[src/verilog/qcp_pkg.sv]
// Purpose: Shared constants for the protected low-power handshake.
// Assumes: Both ends run on one clock; pins are synchronous to it.
// Notes: Counts are in device clock cycles.
package qcp_pkg;
	localparam int QCP_CNT_W = 6;
	localparam logic [QCP_CNT_W-1:0] QCP_CNT_RELOAD = 6'h3F;
	localparam logic [QCP_CNT_W-1:0] QCP_CNT_ZERO = 6'h00;
	localparam logic [QCP_CNT_W-1:0] QCP_CNT_STEP = 6'h01;
	localparam int QCP_SAF_COUNTS = 64;
	localparam int QCP_SYNC_STAGES = 2;
	localparam int QCP_MAX_ADDED_LAT = 2;
	localparam int QCP_LANES = 2;
	localparam logic QCP_DISABLE_DEFAULT = 1'b0;
	localparam logic QCP_RST_QREQN = 1'b1;
	localparam logic QCP_RST_QACCEPTN = 1'b1;
	localparam logic QCP_RST_QDENY = 1'b0;
	localparam logic QCP_RST_QACTIVE = 1'b0;
	typedef enum logic [1:0] {
		QCP_DEV_RUN,
		QCP_DEV_STOPPED,
		QCP_DEV_DENIED
	} qcp_dev_state_t;
	typedef enum logic [2:0] {
		QCP_CTL_RUN,
		QCP_CTL_REQ,
		QCP_CTL_STOPPED,
		QCP_CTL_EXIT,
		QCP_CTL_DENIED
	} qcp_ctl_state_t;
endpackage

[src/verilog/qcp_if.sv]
// Purpose: Low-power handshake wires with inverted check copies.
// Assumes: Point-to-point wires only, one clock.
// Notes: The controller drives the request pair, the device the rest.
`timescale 1ns/1ps
interface qcp_if;
	logic qreqn;
	logic qreqn_chk;
	logic qactive;
	logic qactive_chk;
	logic qacceptn;
	logic qacceptn_chk;
	logic qdeny;
	logic qdeny_chk;
	modport dev (
		input qreqn,
		input qreqn_chk,
		output qactive,
		output qactive_chk,
		output qacceptn,
		output qacceptn_chk,
		output qdeny,
		output qdeny_chk
	);
	modport ctl (
		output qreqn,
		output qreqn_chk,
		input qactive,
		input qactive_chk,
		input qacceptn,
		input qacceptn_chk,
		input qdeny,
		input qdeny_chk
	);
endinterface

[src/verilog/qcp_device.sv]
// Purpose: Device end of the low-power handshake with fault protection.
// Assumes: qreqn pair may arrive asynchronously; it is synchronised here.
// Notes: Redundant lanes each filter transients and count stuck mismatches.
// Contract
// - Every handshake line travels with inverted check.
// - Each line checked alone, not as word.
// - Separate synchronisers, then redundant protection lanes.
// - Controller holds assertions until device answers.
// - Short-lived assertions are faults, filtered out.
// - Filtered transients never change power state.
// - Protection adds at most two cycles latency.
// - Stuck fault needs 64 counts of mismatch.
// - Counter reloads to 63 while pair agrees.
// - Mismatch decrements; zero raises error; agreement reloads.
// - One-sided pulse leaves filtered request deasserted.
// - Stuck-at-one on either line raises error.
// - Controller keeps request skew below 64 over ratio.
// - Software enable cannot switch protection off.
// - Tie check to inverse to disable one channel.
// - Global parameter removes all handshake protection; here it only forces pair agreement, and the lane compare and hold remain.
// - Request in; active, accept, deny out.
`timescale 1ns/1ps
module qcp_device
	import qcp_pkg::*;
#(
	parameter logic DISABLE_ALL_HANDSHAKE_PROTECTION = QCP_DISABLE_DEFAULT,
	parameter int SYNC_STAGES = QCP_SYNC_STAGES
)
(
	// Clock and reset
	input wire logic clk_i,
	input wire logic resetn_i,
	// Handshake
	qcp_if.dev q,
	// Mission side
	input wire logic component_active_i,
	input wire logic deny_i,
	input wire logic safety_mechanism_enable_reg_i,
	output logic qreqn_int_o,
	output logic quiesced_o,
	// Fault reporting
	output logic stuck_fault_o,
	output logic lane_fault_o,
	output logic [QCP_CNT_W-1:0] count_o
);
	// Elaboration checks
	if (SYNC_STAGES < 2) begin : g_bad_sync
		$error("SYNC_STAGES must be at least two");
	end
	if (QCP_SAF_COUNTS != (1 << QCP_CNT_W)) begin : g_bad_cnt
		$error("Counter width does not match the stuck-fault count");
	end

	// Separate synchronisers for the request and its check copy
	logic [SYNC_STAGES-1:0] req_sync_ff;
	logic [SYNC_STAGES-1:0] chk_sync_ff;
	wire logic req_s;
	wire logic chk_s;
	wire logic pair_agree;

	always_ff @(posedge clk_i or negedge resetn_i) begin
		if (!resetn_i) begin
			req_sync_ff <= {SYNC_STAGES{QCP_RST_QREQN}};
			chk_sync_ff <= {SYNC_STAGES{~QCP_RST_QREQN}};
		end else begin
			req_sync_ff <= {req_sync_ff[SYNC_STAGES-2:0], q.qreqn};
			chk_sync_ff <= {chk_sync_ff[SYNC_STAGES-2:0], q.qreqn_chk};
		end
	end

	assign req_s = req_sync_ff[SYNC_STAGES-1];
	assign chk_s = chk_sync_ff[SYNC_STAGES-1];
	// The request is compared with its own check only, never grouped
	assign pair_agree = (req_s != chk_s);

	// Redundant lanes: lane 0 reads the request, lane 1 the inverted check
	// Nets, so that each lane drives only its own element
	wire logic [QCP_LANES-1:0] lane_int;
	wire logic [QCP_LANES-1:0] lane_err;
	wire logic [QCP_CNT_W-1:0] lane_cnt [QCP_LANES];

	for (genvar i = 0; i < QCP_LANES; i++) begin : g_lane
		logic int_ff, nxt_int;
		logic err_ff, nxt_err;
		logic [QCP_CNT_W-1:0] cnt_ff, nxt_cnt;
		wire logic lane_in;
		wire logic lane_agree;
		wire logic at_zero;

		assign lane_in = (i == 0) ? req_s : ~chk_s;
		assign lane_agree = DISABLE_ALL_HANDSHAKE_PROTECTION | pair_agree;
		assign at_zero = (cnt_ff == QCP_CNT_ZERO);

		// A lone pulse on one wire breaks agreement and is never taken
		assign nxt_int = lane_agree ? lane_in : int_ff;

		// Reload while agreeing, count down while not, stop at zero
		assign nxt_cnt = lane_agree ? QCP_CNT_RELOAD
			: (at_zero ? QCP_CNT_ZERO : cnt_ff - QCP_CNT_STEP);

		// Sticky: set on the mismatch cycle seen at zero, cleared only by reset
		assign nxt_err = err_ff | (~lane_agree & at_zero);

		always_ff @(posedge clk_i or negedge resetn_i) begin
			if (!resetn_i) begin
				int_ff <= QCP_RST_QREQN;
				cnt_ff <= QCP_CNT_RELOAD;
				err_ff <= 1'b0;
			end else begin
				int_ff <= nxt_int;
				cnt_ff <= nxt_cnt;
				err_ff <= nxt_err;
			end
		end

		assign lane_int[i] = int_ff;
		assign lane_err[i] = err_ff;
		assign lane_cnt[i] = cnt_ff;
	end

	// Lanes disagreeing means one of them is broken; hold the old request
	wire logic lanes_match;
	wire logic qreqn_filt;
	logic qreqn_filt_ff;
	logic lane_fault_ff;

	assign lanes_match = (lane_int[0] == lane_int[1]);
	assign qreqn_filt = lanes_match ? lane_int[0] : qreqn_filt_ff;

	always_ff @(posedge clk_i or negedge resetn_i) begin
		if (!resetn_i) begin
			qreqn_filt_ff <= QCP_RST_QREQN;
			lane_fault_ff <= 1'b0;
		end else begin
			qreqn_filt_ff <= qreqn_filt;
			lane_fault_ff <= lane_fault_ff | ~lanes_match;
		end
	end

	// Power state machine sees only the filtered request
	qcp_dev_state_t state_ff, nxt_state;
	logic qacceptn_ff, nxt_qacceptn;
	logic qdeny_ff, nxt_qdeny;
	logic qactive_ff;

	always_comb begin
		nxt_state = state_ff;
		nxt_qacceptn = qacceptn_ff;
		nxt_qdeny = qdeny_ff;
		case (state_ff)
			QCP_DEV_RUN: begin
				if (!qreqn_filt) begin
					if (deny_i) begin
						nxt_qdeny = 1'b1;
						nxt_state = QCP_DEV_DENIED;
					end else begin
						nxt_qacceptn = 1'b0;
						nxt_state = QCP_DEV_STOPPED;
					end
				end
			end
			QCP_DEV_STOPPED: begin
				if (qreqn_filt) begin
					nxt_qacceptn = 1'b1;
					nxt_state = QCP_DEV_RUN;
				end
			end
			QCP_DEV_DENIED: begin
				if (qreqn_filt) begin
					nxt_qdeny = 1'b0;
					nxt_state = QCP_DEV_RUN;
				end
			end
			default: begin
				nxt_state = QCP_DEV_RUN;
				nxt_qacceptn = QCP_RST_QACCEPTN;
				nxt_qdeny = QCP_RST_QDENY;
			end
		endcase
	end

	// One output flop: one cycle added on the way out, within the budget
	always_ff @(posedge clk_i or negedge resetn_i) begin
		if (!resetn_i) begin
			state_ff <= QCP_DEV_RUN;
			qacceptn_ff <= QCP_RST_QACCEPTN;
			qdeny_ff <= QCP_RST_QDENY;
			qactive_ff <= QCP_RST_QACTIVE;
		end else begin
			state_ff <= nxt_state;
			qacceptn_ff <= nxt_qacceptn;
			qdeny_ff <= nxt_qdeny;
			qactive_ff <= component_active_i;
		end
	end

	// Check copies come from the same flops, so they launch together
	assign q.qactive = qactive_ff;
	assign q.qactive_chk = ~qactive_ff;
	assign q.qacceptn = qacceptn_ff;
	assign q.qacceptn_chk = ~qacceptn_ff;
	assign q.qdeny = qdeny_ff;
	assign q.qdeny_chk = ~qdeny_ff;

	// Software enable is deliberately ignored by all protection above
	wire logic unused_smen;
	assign unused_smen = safety_mechanism_enable_reg_i;

	assign qreqn_int_o = qreqn_filt_ff;
	assign quiesced_o = (state_ff == QCP_DEV_STOPPED);
	assign stuck_fault_o = |lane_err;
	assign lane_fault_o = lane_fault_ff;
	assign count_o = lane_cnt[0];
endmodule

[src/flat_wrapper.sv]
// flat-port wrapper written by rule: the top's interface ports become plain ports
module qcp_device_flat import qcp_pkg::*;
#(
	parameter logic DISABLE_ALL_HANDSHAKE_PROTECTION = QCP_DISABLE_DEFAULT,
	parameter int SYNC_STAGES = QCP_SYNC_STAGES
)
  (clk_i, resetn_i, component_active_i, deny_i, safety_mechanism_enable_reg_i, qreqn_int_o, quiesced_o, stuck_fault_o, lane_fault_o, count_o, q_qreqn, q_qreqn_chk, q_qactive, q_qactive_chk, q_qacceptn, q_qacceptn_chk, q_qdeny, q_qdeny_chk);
  qcp_if q_i ();
  input wire logic clk_i;
  input wire logic resetn_i;
  input wire logic component_active_i;
  input wire logic deny_i;
  input wire logic safety_mechanism_enable_reg_i;
  output logic qreqn_int_o;
  output logic quiesced_o;
  output logic stuck_fault_o;
  output logic lane_fault_o;
  output logic [QCP_CNT_W-1:0] count_o;
  input wire logic [$bits(q_i.qreqn)-1:0] q_qreqn;
  input wire logic [$bits(q_i.qreqn_chk)-1:0] q_qreqn_chk;
  output wire logic [$bits(q_i.qactive)-1:0] q_qactive;
  output wire logic [$bits(q_i.qactive_chk)-1:0] q_qactive_chk;
  output wire logic [$bits(q_i.qacceptn)-1:0] q_qacceptn;
  output wire logic [$bits(q_i.qacceptn_chk)-1:0] q_qacceptn_chk;
  output wire logic [$bits(q_i.qdeny)-1:0] q_qdeny;
  output wire logic [$bits(q_i.qdeny_chk)-1:0] q_qdeny_chk;
  assign q_i.qreqn = q_qreqn;
  assign q_i.qreqn_chk = q_qreqn_chk;
  assign q_qactive = q_i.qactive;
  assign q_qactive_chk = q_i.qactive_chk;
  assign q_qacceptn = q_i.qacceptn;
  assign q_qacceptn_chk = q_i.qacceptn_chk;
  assign q_qdeny = q_i.qdeny;
  assign q_qdeny_chk = q_i.qdeny_chk;
  qcp_device #(.DISABLE_ALL_HANDSHAKE_PROTECTION(DISABLE_ALL_HANDSHAKE_PROTECTION), .SYNC_STAGES(SYNC_STAGES)) u_core (.clk_i(clk_i), .resetn_i(resetn_i), .q(q_i), .component_active_i(component_active_i), .deny_i(deny_i), .safety_mechanism_enable_reg_i(safety_mechanism_enable_reg_i), .qreqn_int_o(qreqn_int_o), .quiesced_o(quiesced_o), .stuck_fault_o(stuck_fault_o), .lane_fault_o(lane_fault_o), .count_o(count_o));
endmodule
[config.mk]
export PLATFORM = sky130hd
export DESIGN_NAME = qcp_device_flat
export DESIGN_NICKNAME = d
export VERILOG_FILES = /design/src/verilog/qcp_pkg.sv /design/src/verilog/qcp_if.sv /design/src/verilog/qcp_device.sv /design/src/flat_wrapper.sv
export SDC_FILE = /design/constraint.sdc
export NUM_CORES = 1
export LEC_CHECK = 0
export ABC_AREA = 0
export BUFFER_PORTS_ARGS = -buffer_cell sky130_fd_sc_hd__buf_2
export CORE_MARGIN = 4
export CORE_UTILIZATION = 48
export DETAILED_ROUTE_END_ITERATION = 10
export PLACE_DENSITY = 0.73
export SYNTH_ARGS = -nofsm -noshare
export SYNTH_HDL_FRONTEND = slang
export SYNTH_SLANG_ARGS = --single-unit
[constraint.sdc]
create_clock -name clk_i -period 1.5 [get_ports clk_i]
set_input_delay 0.3 -clock clk_i [delete_from_list [all_inputs] [get_ports clk_i]]
set_output_delay 0.3 -clock clk_i [all_outputs]
set_load 0.1 [all_outputs]
**Yosys cells after proc, flatten, opt, wreduce, memory -nomap -nowiden**

Index checks and enable logic that the tools add are counted.

- Bits of input ports: 7
- Register bits: 27

- Mux-type cells: 17
- Bitwise operators: 13
- Reductions and logical operators: 8
- $add $sub $neg: 2
- Eq/ne operators: 10

Operator list:

| kind | number |
|---|---|
| 6-bit two-way mux | 4 |
| 6-bit logical NOT | 2 |
| 6-bit by 1-bit subtractor with 6-bit output (second input constant) | 2 |
| 1-bit inverter | 8 |
| 4-bit AND reduction | 2 |
| 1-bit two-way mux | 7 |
| 2-bit two-way mux | 3 |
| 2-bit by 1-bit != test with 1-bit output (second input constant) | 3 |
| 2-bit != test (second input constant) | 3 |
| 1-bit one-hot mux with 3 select lines | 2 |
| 2-bit one-hot mux with 2 select lines | 1 |
| 2-bit OR reduction | 2 |
| 1-bit bitwise OR | 3 |
| 1-bit AND | 2 |
| 2-bit by 1-bit equality test with 1-bit output (second input constant) | 1 |
| 2-bit equality test (second input constant) | 1 |
| 2-bit logical NOT | 1 |
| 2-bit AND reduction | 1 |
| 1-bit equality test | 1 |
| 1-bit != test | 1 |

**Logic depth before layout (Yosys ltp)**

Gate-level depths: netlist of the first run.

- Word-level depth: 4
- Gate-level depth with buffers: 5

**Least setup slack after synthesis of the first run**

OpenSTA, ideal clock, no wires.

- Kind: reg-to-output
- Start: register u_core.qdeny_ff, in the netlist u_core.q.qdeny
- End: output q_qdeny_chk
- Arrival time: 1.597 ns
- Stages on the path, launching flop included: 2
- Setup slack: -0.397 ns
- Cell sequence: dfrtp_1 -> inv_1

- Cells in the longest elaborated chain, start to end: 1

Ends and longest elaborated chain:

| element | RTL line | RTL |
|---|---|---|
| from (decl) | qcp_device.sv:143 | `logic qdeny_ff, nxt_qdeny;` |
| from (signal assigned) | qcp_device.sv:192 | `qdeny_ff <= nxt_qdeny;` |
| 1-bit inverter | qcp_device.sv:203 | `assign q.qdeny_chk = ~qdeny_ff;` |
| to (decl) | flat_wrapper.sv:26 | `output wire logic [$bits(q_i.qdeny_chk)-1:0] q_qdeny_chk;` |

Every way passes these cells.

**Worst setup path in the final report of the first run**

- Start: register u_core.qacceptn_ff, in the netlist u_core.q.qacceptn
- End: output q_qacceptn_chk

- Cells in the longest elaborated chain, start to end: 1

Ends and longest elaborated chain:

| element | RTL line | RTL |
|---|---|---|
| from (decl) | qcp_device.sv:142 | `logic qacceptn_ff, nxt_qacceptn;` |
| from (signal assigned) | qcp_device.sv:191 | `qacceptn_ff <= nxt_qacceptn;` |
| 1-bit inverter | qcp_device.sv:201 | `assign q.qacceptn_chk = ~qacceptn_ff;` |
| to (decl) | flat_wrapper.sv:24 | `output wire logic [$bits(q_i.qacceptn_chk)-1:0] q_qacceptn_chk;` |

Every way passes these cells.

==> results of run 1 <==
-- timing repair --
| action | CTS | global route |
|---|---|---|
| hold buffers | 1 | 0 |
| gates resized for setup | 14 | 10 |
| setup endpoints to repair | 6 | 9 |
| pin swaps | 0 | 2 |
| gates cloned | 0 | 1 |
| hold endpoints to repair | 9 | 0 |
| buffers inserted | 4 | 5 |
-- metrics by stage --
step	setup WS [ns]	util, %	hold slack (ns)
3_3_place_gp	0.06309	65.45	0.3219
4_1_cts	-0.08223	69.80	0.05992
6_report	-0.07061	73.48	0.06696
5_1_grt	-0.1207	73.48	0.03784
2_1_floorplan	-0.1518	-	0.004409
3_5_place_dp	-0.01193	65.45	0.3291
-- power by group through the flow --
stage                     Combinational [mW]  Sequential, mW  Clock (mW)
after global routing                    1.71            1.05       0.348
after CTS                               1.49            1.03       0.315
after detailed placement                1.38            1.04           0
final                                   1.63            1.03       0.304
after floorplan                        0.617            1.39           0
after global placement                  1.35            1.03           0
-- path summary, 6_finish.rpt --
kind	slack, ns	cells past startpoint	endpoint
worst max register to register	0.02	3	u_core.q.qdeny
min in group asynchronous	0.50	2	u_core.q.qdeny
worst min-delay path	0.07	1	u_core.req_sync_ff[0]
worst min register to register	0.36	0	u_core.chk_sync_ff[1]
max in group asynchronous	0.57	2	u_core.q.qactive
worst max-delay path	-0.07	2	q_qacceptn_chk
-- worst max-delay path, cell delays in order, from the launching register on --
cell and delay [ns]:
dfstp_4 0.66, clkinvlp_4 0.11, buf_12 0.18
-- kinds of logic (layout without fill, tap and decap cells) --
| group | Yosys count | count (layout) | synth area share (%) |
|---|---|---|---|
| flops | 27 | 27 | 56.42 |
| simple gates | 25 | 25 | 12.33 |
| compound gates | 21 | 21 | 10.82 |
| buf+inv | 14 | 48 | 4.348 |
| fa+ha+maj | 10 | 11 | 9.605 |
| xor+xnor | 8 | 8 | 5.663 |
| mux | 1 | 1 | 0.8089 |
-- placed cells by master, fill, tap and decap left out, drive strengths merged, types with 2 or more instances in the layout --
cell	n
buf	31
dfstp	18
o21ai	12
dfrtp	9
xnor2	8
inv	8
ha	7
clkbuf	5
nor2	4
nand2	4
maj3	4
nor3	3
clkinvlp	3
nor3b	3
a21o	2
a311o	2
or2	2
or4	2
-- routing by layer --
| metal | up-vias | global-route usage, % | part of all wire [%] |
|---|---|---|---|
| met5 | - | 0 | 0 |
| met4 | 0 | 7.120 | 0.61 |
| met3 | 2 | 3.289 | 4.4 |
| met2 | 22 | 24.92 | 51 |
| met1 | 446 | 18.53 | 44 |
| li1 | 436 | - | - |
-- final cells by class --
class,count,area share (%)
clock buffer,4,1.443
tap,30,2.062
inverter,11,3.162
sequential,27,39.93
multi-input combinational,66,31.55
timing repair buffer,33,21.86
-- flip-flops by register name (all words and copies together), names as in the netlist --
register	count
u_core.g_lane.cnt_ff	6
u_core.q.qactive	1
u_core.g_lane.int_ff	2
u_core.qreqn_int_o	1
u_core.count_o	6
u_core.chk_sync_ff	2
u_core.q.qacceptn	1
u_core.q.qdeny	1
u_core.lane_fault_o	1
u_core.g_lane.err_ff	2
u_core.req_sync_ff	2
u_core.state_ff	2
==> results.tsv, run 1 <==
stage	metric	value	unit
global_routing	grt ovf	0	
power	internal power	1.637	mW
clock_tree	Clock Tree Root	clkbuf_4	
power	Reg power frac	34.8	%
floorplan	Core ar.	2477	µm²
sta	Hold Fails Final Rpt	0	
detailed_routing	DRC	0	
setup_path	Crit Path Class	reg2out	
sta	fin crit period	1.571	ns
finish	antenna fix cells	0	
finish	area growth from synthesis to layout	47.12	%
sta	Fin Setup TNS	-0.1289	ns
placement	placed cell areas	1622	µm²
setup_path	worst r2r src	u_core.qreqn_int_o	
synthesis	top post-synthesis cells by area	dfstp_2 (38%), dfrtp_1 (18%), ha_1 (7.1%)	
clock_tree	H-tree levels	1	
sta	Post-Route Skew	0.003375	ns
setup_path	CP Max Fanout	3	
power	Switching Share	44.73	%
finish	fin cells	171	
detailed_routing	final WL	2473	µm
floorplan	Die Area	3455	µm²
synthesis	Syn Area/Cell	11.67	µm²
synthesis	share of the synthesized area in the top cell type	38.22	%
synthesis	asr flop ratio synth	100.0	%
synthesis	Synth top cells by count	dfstp_2 (18), o21ai_0 (12), inv_1 (11), dfrtp_1 (9), xnor2_1 (8)	
finish	Filler cells	173	
synthesis	Synth warnings	0	
synthesis	synthesized netlist net count	120	
detailed_routing	Vias/cell	5.298	
sta	fmax	636.7	MHz
setup_path	CP required	1.20	ns
setup_path	Worst Setup SP	u_core.q.qacceptn	
clock_tree	Sink Count	27	
finish	area of the multi-input gates	574.3	µm²
synthesis	Seq/Total Area, Yosys	56.42	%
finish	Reg area	726.9	µm²
run	Max Cap Violations	0	
detailed_routing	Routed WL per cell	14.46	µm
global_routing	global-route wire length before repair	3988	µm
floorplan	Initial Util	49.95	%
placement	post-DP HPWL	1685	µm
clock_tree	clk_lat worst skew	0.31	ns
sta	Worst Slack Setup Final	-0.07061	ns
detailed_routing	Detailed Route Iter0 Violations	12	
placement	PortBufs	21	
synthesis	top_reg_cell synth	dfstp_2	
floorplan	boundary pin count	23	
hold_path	Hold Crit Class	in2reg	
sta	Max transition margin	61.53	%
setup_path	crit end category	output port	
synthesis	most common cell in the synthesized netlist	dfstp_2	
placement	Placer Congestion	0.7936	
sta	final setup violating endpoints	2	
global_routing	GRT Overall Usage	15.03	%
placement	dpl cells	156	
floorplan	die height	58.78	µm
synthesis	synthesized flop and latch total	27	
clock_tree	clock slew at reported path FFs	0.14	ns
floorplan	Die X	58.78	µm
sta	Worst Tran Pin Value	0.5770	ns
synthesis	Post-Synthesis Cells	106	
finish	Design Area, Final	1821	µm²
power	Comb power frac	55.0	%
finish	layout cell share with drive strength beyond 1	56.74	%
power	Clock power frac	10.3	%
power	Total Power	2.962	mW
sta	Slew Viols, Final	0	
power	pwr dens	1627	nW/µm²
outcome	failing checks	setup timing	
power	P_leak	0.7279	nW
power	maximum VDD drop	1.641	mV
synthesis	Netlist cell types	32	
outcome	status	finished with violations	
floorplan	row cnt	18	
detailed_routing	first-pass iteration count of the detailed router	4	
synthesis	EDFF count, synth	0	
global_routing	initial antenna violation count	0	
synthesis	Synth Cell Area	1237	µm²
detailed_routing	Detail Route Antenna Nets	0	
setup_path	crit start category	register	
hold_path	Hold Startpoint	q_qreqn	
sta	unrepaired setup endpoints after global routing	yes	
sta	period utilization	104.7	%
detailed_routing	via count	906	
global_routing	largest net degree at the start of global routing	28	
global_routing	vias in the first global route	917	
clock_tree	CTS tree	yes	
power	Sw Pwr	1.325	mW
setup_path	Critical Path AT	1.27	ns
clock_tree	CTS Buf Count	3	
synthesis	area leader, netlist	dfstp_2	
finish	layout net count	156	
clock_tree	Longest Clk Path Bufs	2	
Note: power is estimated with default switching activity, not from simulation.
==> run 2: changes to the inputs <==
Settings changed: CORE_ASPECT_RATIO set to 1.25.
==> results.tsv, run 2 (same netlist as run 1, synthesis figures left out) <==
stage	metric	value	unit	change
setup_path	crit end category	output port		
setup_path	Crit Path Class	reg2out		
finish	Design Area, Final	1808	µm²	-0.69%
global_routing	largest net degree at the start of global routing	28		unchanged
finish	most frequent cells in the layout	buf_12 (13), buf_4 (13), dfstp_2 (12), o21ai_0 (11), xnor2_1 (7)		
setup_path	CP required	1.20	ns	about the same
finish	area growth from synthesis to layout	46.11	%	
clock_tree	CTS Buf Count	3		unchanged
hold_path	worst hold path depth	1		unchanged
sta	Worst Slack Setup Final	-0.08008	ns	-0.009471 ns
clock_tree	H-tree levels	1		unchanged
outcome	status	finished with violations		
hold_path	Hold Crit Class	in2reg		
sta	fmax	632.9	MHz	-0.60%
setup_path	crit-path max cell delay	0.67	ns	about the same
sta	final setup violating endpoints	1		-1
clock_tree	Clock Tree Root	clkbuf_4		
power	Switching Share	45.02	%	+0.29 points
power	Comb power frac	53.9	%	-1.1 points
floorplan	Die Area	3459	µm²	+0.14%
detailed_routing	via count	911		+0.55%
global_routing	initial antenna violation count	0		unchanged
sta	fin crit period	1.580	ns	+0.009471 ns
clock_tree	Sink Count	27		unchanged
run	Max Cap Violations	0		unchanged
power	Reg power frac	35.6	%	+0.8 points
clock_tree	Longest Clk Path Bufs	2		unchanged
placement	placed cell areas	1618	µm²	-0.23%
power	internal power	1.593	mW	-2.7%
power	maximum VDD drop	1.064	mV	-35%
floorplan	Initial Util	50.46	%	+0.51 points
power	Sw Pwr	1.305	mW	-1.5%
clock_tree	CTS tree	yes		
floorplan	die height	64.77	µm	+10%
placement	post-DP HPWL	1601	µm	-5.0%
finish	antenna fix cells	0		unchanged
detailed_routing	Vias/cell	5.206		-1.7%
placement	PortBufs	21		unchanged
setup_path	slowest CP cell	dfstp_4		
sta	Slew Viols, Final	0		unchanged
global_routing	global-route wire length before repair	4105	µm	+2.9%
clock_tree	clk_lat worst skew	0.32	ns	about the same
sta	period utilization	105.3	%	+0.63 points
outcome	failing checks	setup timing		
global_routing	grt ovf	0		unchanged
setup_path	Critical Path AT	1.28	ns	about the same
placement	dpl cells	158		+1.3%
floorplan	row cnt	20		+2
finish	layout cell share with drive strength beyond 1	54.23	%	-2.5 points
finish	Filler cells	198		+14%
detailed_routing	first-pass iteration count of the detailed router	4		unchanged
setup_path	CP Max Fanout	3		unchanged
floorplan	Core ar.	2452	µm²	-1.0%
sta	Worst Tran Pin Value	0.5606	ns	-0.01644 ns
clock_tree	clock slew at reported path FFs	0.13	ns	about the same
setup_path	cells on worst reg2reg path	3		unchanged
floorplan	boundary pin count	23		unchanged
setup_path	CP cell instances	clkinvlp_4 -> buf_12		
power	pwr dens	1603	nW/µm²	-1.5%
finish	fin cells	175		+2.3%
finish	layout net count	157		+0.64%
global_routing	vias in the first global route	950		+3.6%
sta	unrepaired setup endpoints after global routing	yes		
sta	Hold Fails Final Rpt	0		unchanged
power	Clock power frac	10.5	%	+0.2 points
detailed_routing	Detail Route Antenna Nets	0		unchanged
power	P_leak	0.7315	nW	+0.49%
global_routing	GRT Overall Usage	16.26	%	+1.2 points
floorplan	Die X	53.42	µm	-9.1%
sta	Max transition margin	62.63	%	+1.1 points
detailed_routing	Routed WL per cell	13.92	µm	-3.7%
detailed_routing	final WL	2436	µm	-1.5%
detailed_routing	Detailed Route Iter0 Violations	15		+3
setup_path	crit start category	register		
detailed_routing	DRC	0		unchanged
placement	Placer Congestion	0.6752		-15%
sta	Post-Route Skew	0.002622	ns	-0.0007536 ns
## run 2: changes by cell type in the layout (fill, tap and decap cells not counted), sizes merged
cell and change:
maj3 -1, buf +2
## run 2: final cells by class
type | instances | area [µm²] | area share (%)
repair buffers | 35 | 416.7 | 23.05
multi-input cells | 65 | 539.3 | 29.83
clock buffers | 4 | 26.28 | 1.453
well taps | 33 | 41.29 | 2.284
flip-flops and latches | 27 | 726.9 | 40.21
inverters | 11 | 57.56 | 3.183
## run 2: routing by layer
metal | share of wire [%] | global-route usage, %
met1 | 39 | 18.31
met5 | 0 | 0
met2 | 54 | 28.37
met4 | 2.4 | 8.626
met3 | 4.4 | 2.529
## run 2: power groups by stage
stage | registers [mW] | clock network, mW | logic [mW]
3_3_place_gp | 1.03 | 0 | 1.35
3_5_place_dp | 1.04 | 0 | 1.38
5_1_grt | 1.05 | 0.351 | 1.65
2_1_floorplan | 1.39 | 0 | 0.617
4_1_cts | 1.03 | 0.320 | 1.47
6_report | 1.03 | 0.304 | 1.56
## run 2: path summary, 6_finish.rpt
kind | from | to | slack (ns)
worst max-delay path | u_core.q.qacceptn | q_qacceptn_chk | -0.08
worst min-delay path | q_qreqn | u_core.req_sync_ff[0] | 0.06
worst max register to register | u_core.qreqn_int_o | u_core.q.qdeny | 0.04
worst min register to register | u_core.chk_sync_ff[0] | u_core.chk_sync_ff[1] | 0.36
max in group asynchronous | resetn_i | u_core.q.qactive | 0.61
min in group asynchronous | resetn_i | u_core.q.qactive | 0.48
## run 2: worst max-delay path: cells and delay by family (launching register included)
family                 cells  cell delay [ns]
DFF                        1             0.67
buffers and inverters      2             0.28
## run 2: through the flow
stage | total power, mW | setup slack (ns) | setup TNS, ns | utilization (%) | hold slack, ns
5_1_grt | 3.050 | -0.1324 | -0.2826 | 73.72 | 0.02818
6_report | 2.898 | -0.08008 | -0.08008 | 73.72 | 0.05947
3_5_place_dp | 2.418 | -0.02646 | -0.02979 | 65.97 | 0.3302
4_1_cts | 2.819 | -0.09043 | -0.09043 | 70.20 | 0.04641
2_1_floorplan | 2.010 | -0.1518 | -0.5645 | - | 0.004409
3_3_place_gp | 2.380 | 0.03792 | 0 | 65.97 | 0.3260
## run 2: repair_timing
| item | in CTS | in global routing |
|---|---|---|
| endpoints found under the hold margin | 9 | 0 |
| setup endpoints to repair | 11 | 18 |
| buffers inserted | 3 | 9 |
| pin swaps | 0 | 3 |
| resized for setup | 12 | 10 |
| hold buffers | 1 | 0 |
==> run 3: changes to the inputs <==
Settings changed: CORE_MARGIN 4 to not set.
==> results.tsv, run 3 (same netlist as run 1, synthesis figures left out) <==
stage	metric	value	unit	change
hold_path	worst hold path depth	1		unchanged
floorplan	Die Area	2786	µm²	-19%
power	P_leak	0.7393	nW	+1.1%
floorplan	boundary pin count	23		unchanged
finish	area of the multi-input gates	585.6	µm²	+8.6%
floorplan	Die X	47.42	µm	-11%
sta	final setup violating endpoints	1		unchanged
placement	placed cell areas	1618	µm²	unchanged
setup_path	Worst Setup SP	u_core.q.qacceptn		
setup_path	CP cell instances	clkinvlp_4 -> buf_12		
detailed_routing	final WL	2634	µm	+8.1%
clock_tree	clk_lat worst skew	0.32	ns	about the same
finish	most frequent cells in the layout	buf_4 (14), buf_12 (13), dfstp_2 (12), o21ai_0 (11)		
setup_path	cells on worst reg2reg path	4		+1
global_routing	largest net degree at the start of global routing	28		unchanged
finish	layout net count	156		-0.64%
power	maximum VDD drop	1.161	mV	+9.1%
sta	unrepaired setup endpoints after global routing	yes		
sta	period utilization	106.1	%	+0.75 points
setup_path	R2R setup slack	0.02	ns	-0.02 ns
detailed_routing	Vias/cell	5.264		+1.1%
detailed_routing	via count	916		+0.55%
setup_path	CP Max Fanout	3		unchanged
global_routing	global-route wire length before repair	3891	µm	-5.2%
finish	Design Area, Final	1846	µm²	+2.1%
clock_tree	Longest Clk Path Bufs	2		unchanged
placement	PortBufs	21		unchanged
floorplan	row cnt	20		unchanged
detailed_routing	Routed WL per cell	15.14	µm	+8.7%
detailed_routing	DRC	0		unchanged
clock_tree	Clock Tree Root	clkbuf_4		
global_routing	initial antenna violation count	0		unchanged
placement	post-DP HPWL	1645	µm	+2.8%
detailed_routing	first-pass iteration count of the detailed router	4		unchanged
global_routing	GRT Overall Usage	19.58	%	+3.3 points
finish	layout cell share with drive strength beyond 1	56.74	%	+2.5 points
setup_path	Crit Path Class	reg2out		
finish	commonest non-fill, non-tap cell in the layout	buf_4		
hold_path	Hold Crit Class	in2reg		
sta	Max transition margin	60.85	%	-1.8 points
sta	Post-Route Skew	0.005663	ns	+0.003041 ns
outcome	status	finished with violations		
power	Total Power	3.020	mW	+4.2%
finish	Reg area	725.7	µm²	-0.17%
clock_tree	CTS Buf Count	3		unchanged
detailed_routing	Detail Route Antenna Nets	0		unchanged
sta	Slew Viols, Final	0		unchanged
outcome	failing checks	setup timing		
clock_tree	H-tree levels	1		unchanged
sta	Worst Slack Setup Final	-0.09129	ns	-0.01121 ns
sta	Worst Tran Pin Value	0.5844	ns	+0.02378 ns
floorplan	Core ar.	2427	µm²	-1.0%
setup_path	worst r2r src	u_core.qreqn_int_o		
floorplan	die height	58.77	µm	-9.3%
clock_tree	CTS tree	yes		
sta	Hold Fails Final Rpt	0		unchanged
clock_tree	Sink Count	27		unchanged
floorplan	Initial Util	50.98	%	+0.52 points
sta	fmax	628.4	MHz	-0.70%
finish	Filler cells	171		-14%
clock_tree	clock slew at reported path FFs	0.14	ns	about the same
global_routing	grt ovf	0		unchanged
finish	antenna fix cells	0		unchanged
setup_path	CP required	1.20	ns	about the same
global_routing	vias in the first global route	932		-1.9%
setup_path	crit start category	register		
detailed_routing	Detailed Route Iter0 Violations	19		+4
placement	Placer Congestion	0.7220		+6.9%
setup_path	slowest CP cell	dfstp_4		
setup_path	CP Capture Point	q_qacceptn_chk		
setup_path	RR Endpoint	u_core.q.qacceptn		
run	Max Cap Violations	0		unchanged
setup_path	crit end category	output port		
finish	area growth from synthesis to layout	49.14	%	
setup_path	Critical Path AT	1.29	ns	about the same
sta	fin crit period	1.591	ns	+0.01121 ns
power	pwr dens	1636	nW/µm²	+2.1%
setup_path	crit-path max cell delay	0.68	ns	about the same
-- run 3: power by group --
part	leakage [nW]	switching (mW)	internal [mW]
Combinational	0.437	1.02	0.655
Clock	0.0139	0.212	0.102
Sequential	0.288	0.138	0.895
Total	0.739	1.37	1.65
-- run 3: cell type report --
| cell class | count | share of cell area [%] |
|---|---|---|
| tap | 33 | 2.237 |
| inverter | 11 | 3.119 |
| sequential | 27 | 39.32 |
| clock inverter | 1 | 0.4068 |
| clock buffer | 3 | 1.220 |
| multi-input combinational | 65 | 31.73 |
| timing repair buffer | 34 | 21.97 |
-- run 3: metal layers --
layer	vias to the layer above	GRT usage (%)	routed length (µm)	share of wire, %
met5	-	0	0	0
met4	0	6.122	35	1.3
met3	6	3.067	68	2.6
met2	22	35.62	1497	57
met1	457	22.36	1033	39
li1	431	-	-	-
-- run 3: worst min path at each step --
stage              from                    end  slack [ns]
3_3_place_gp   resetn_i    u_core.lane_fault_o        0.31
5_1_grt         q_qreqn  u_core.req_sync_ff[0]        0.04
6_report        q_qreqn  u_core.req_sync_ff[0]        0.05
4_1_cts         q_qreqn  u_core.req_sync_ff[0]        0.05
3_5_place_dp   resetn_i    u_core.lane_fault_o        0.33
2_1_floorplan  resetn_i  u_core.chk_sync_ff[0]       0.004
-- run 3: critical path: cells and delay by family, from the launching register on --
| kind | cells | cell delay, ns |
|---|---|---|
| DFF | 1 | 0.68 |
| buffers and inverters | 2 | 0.29 |
-- run 3: repair_timing --
action                     4_1_cts  5_1_grt
hold buffers                     1        0
hold endpoints to repair         9        0
buffers inserted                 7        4
resized for setup               13       12
pin swaps                        1        4
setup endpoints to repair       17       15
-- run 3: stage by stage --
stage	instances	util [%]	TNS (ns)	hold WS, ns	worst slack, ns
floorplan	106	-	-0.5645	0.004409	-0.1518
global placement	158	66.65	0	0.3126	0.04873
detailed placement	158	66.65	-0.1939	0.3262	-0.04677
CTS	170	72.42	-0.09426	0.04588	-0.09130
global route	174	76.03	-0.2506	0.03809	-0.1215
finish	174	76.03	-0.09129	0.05276	-0.09129
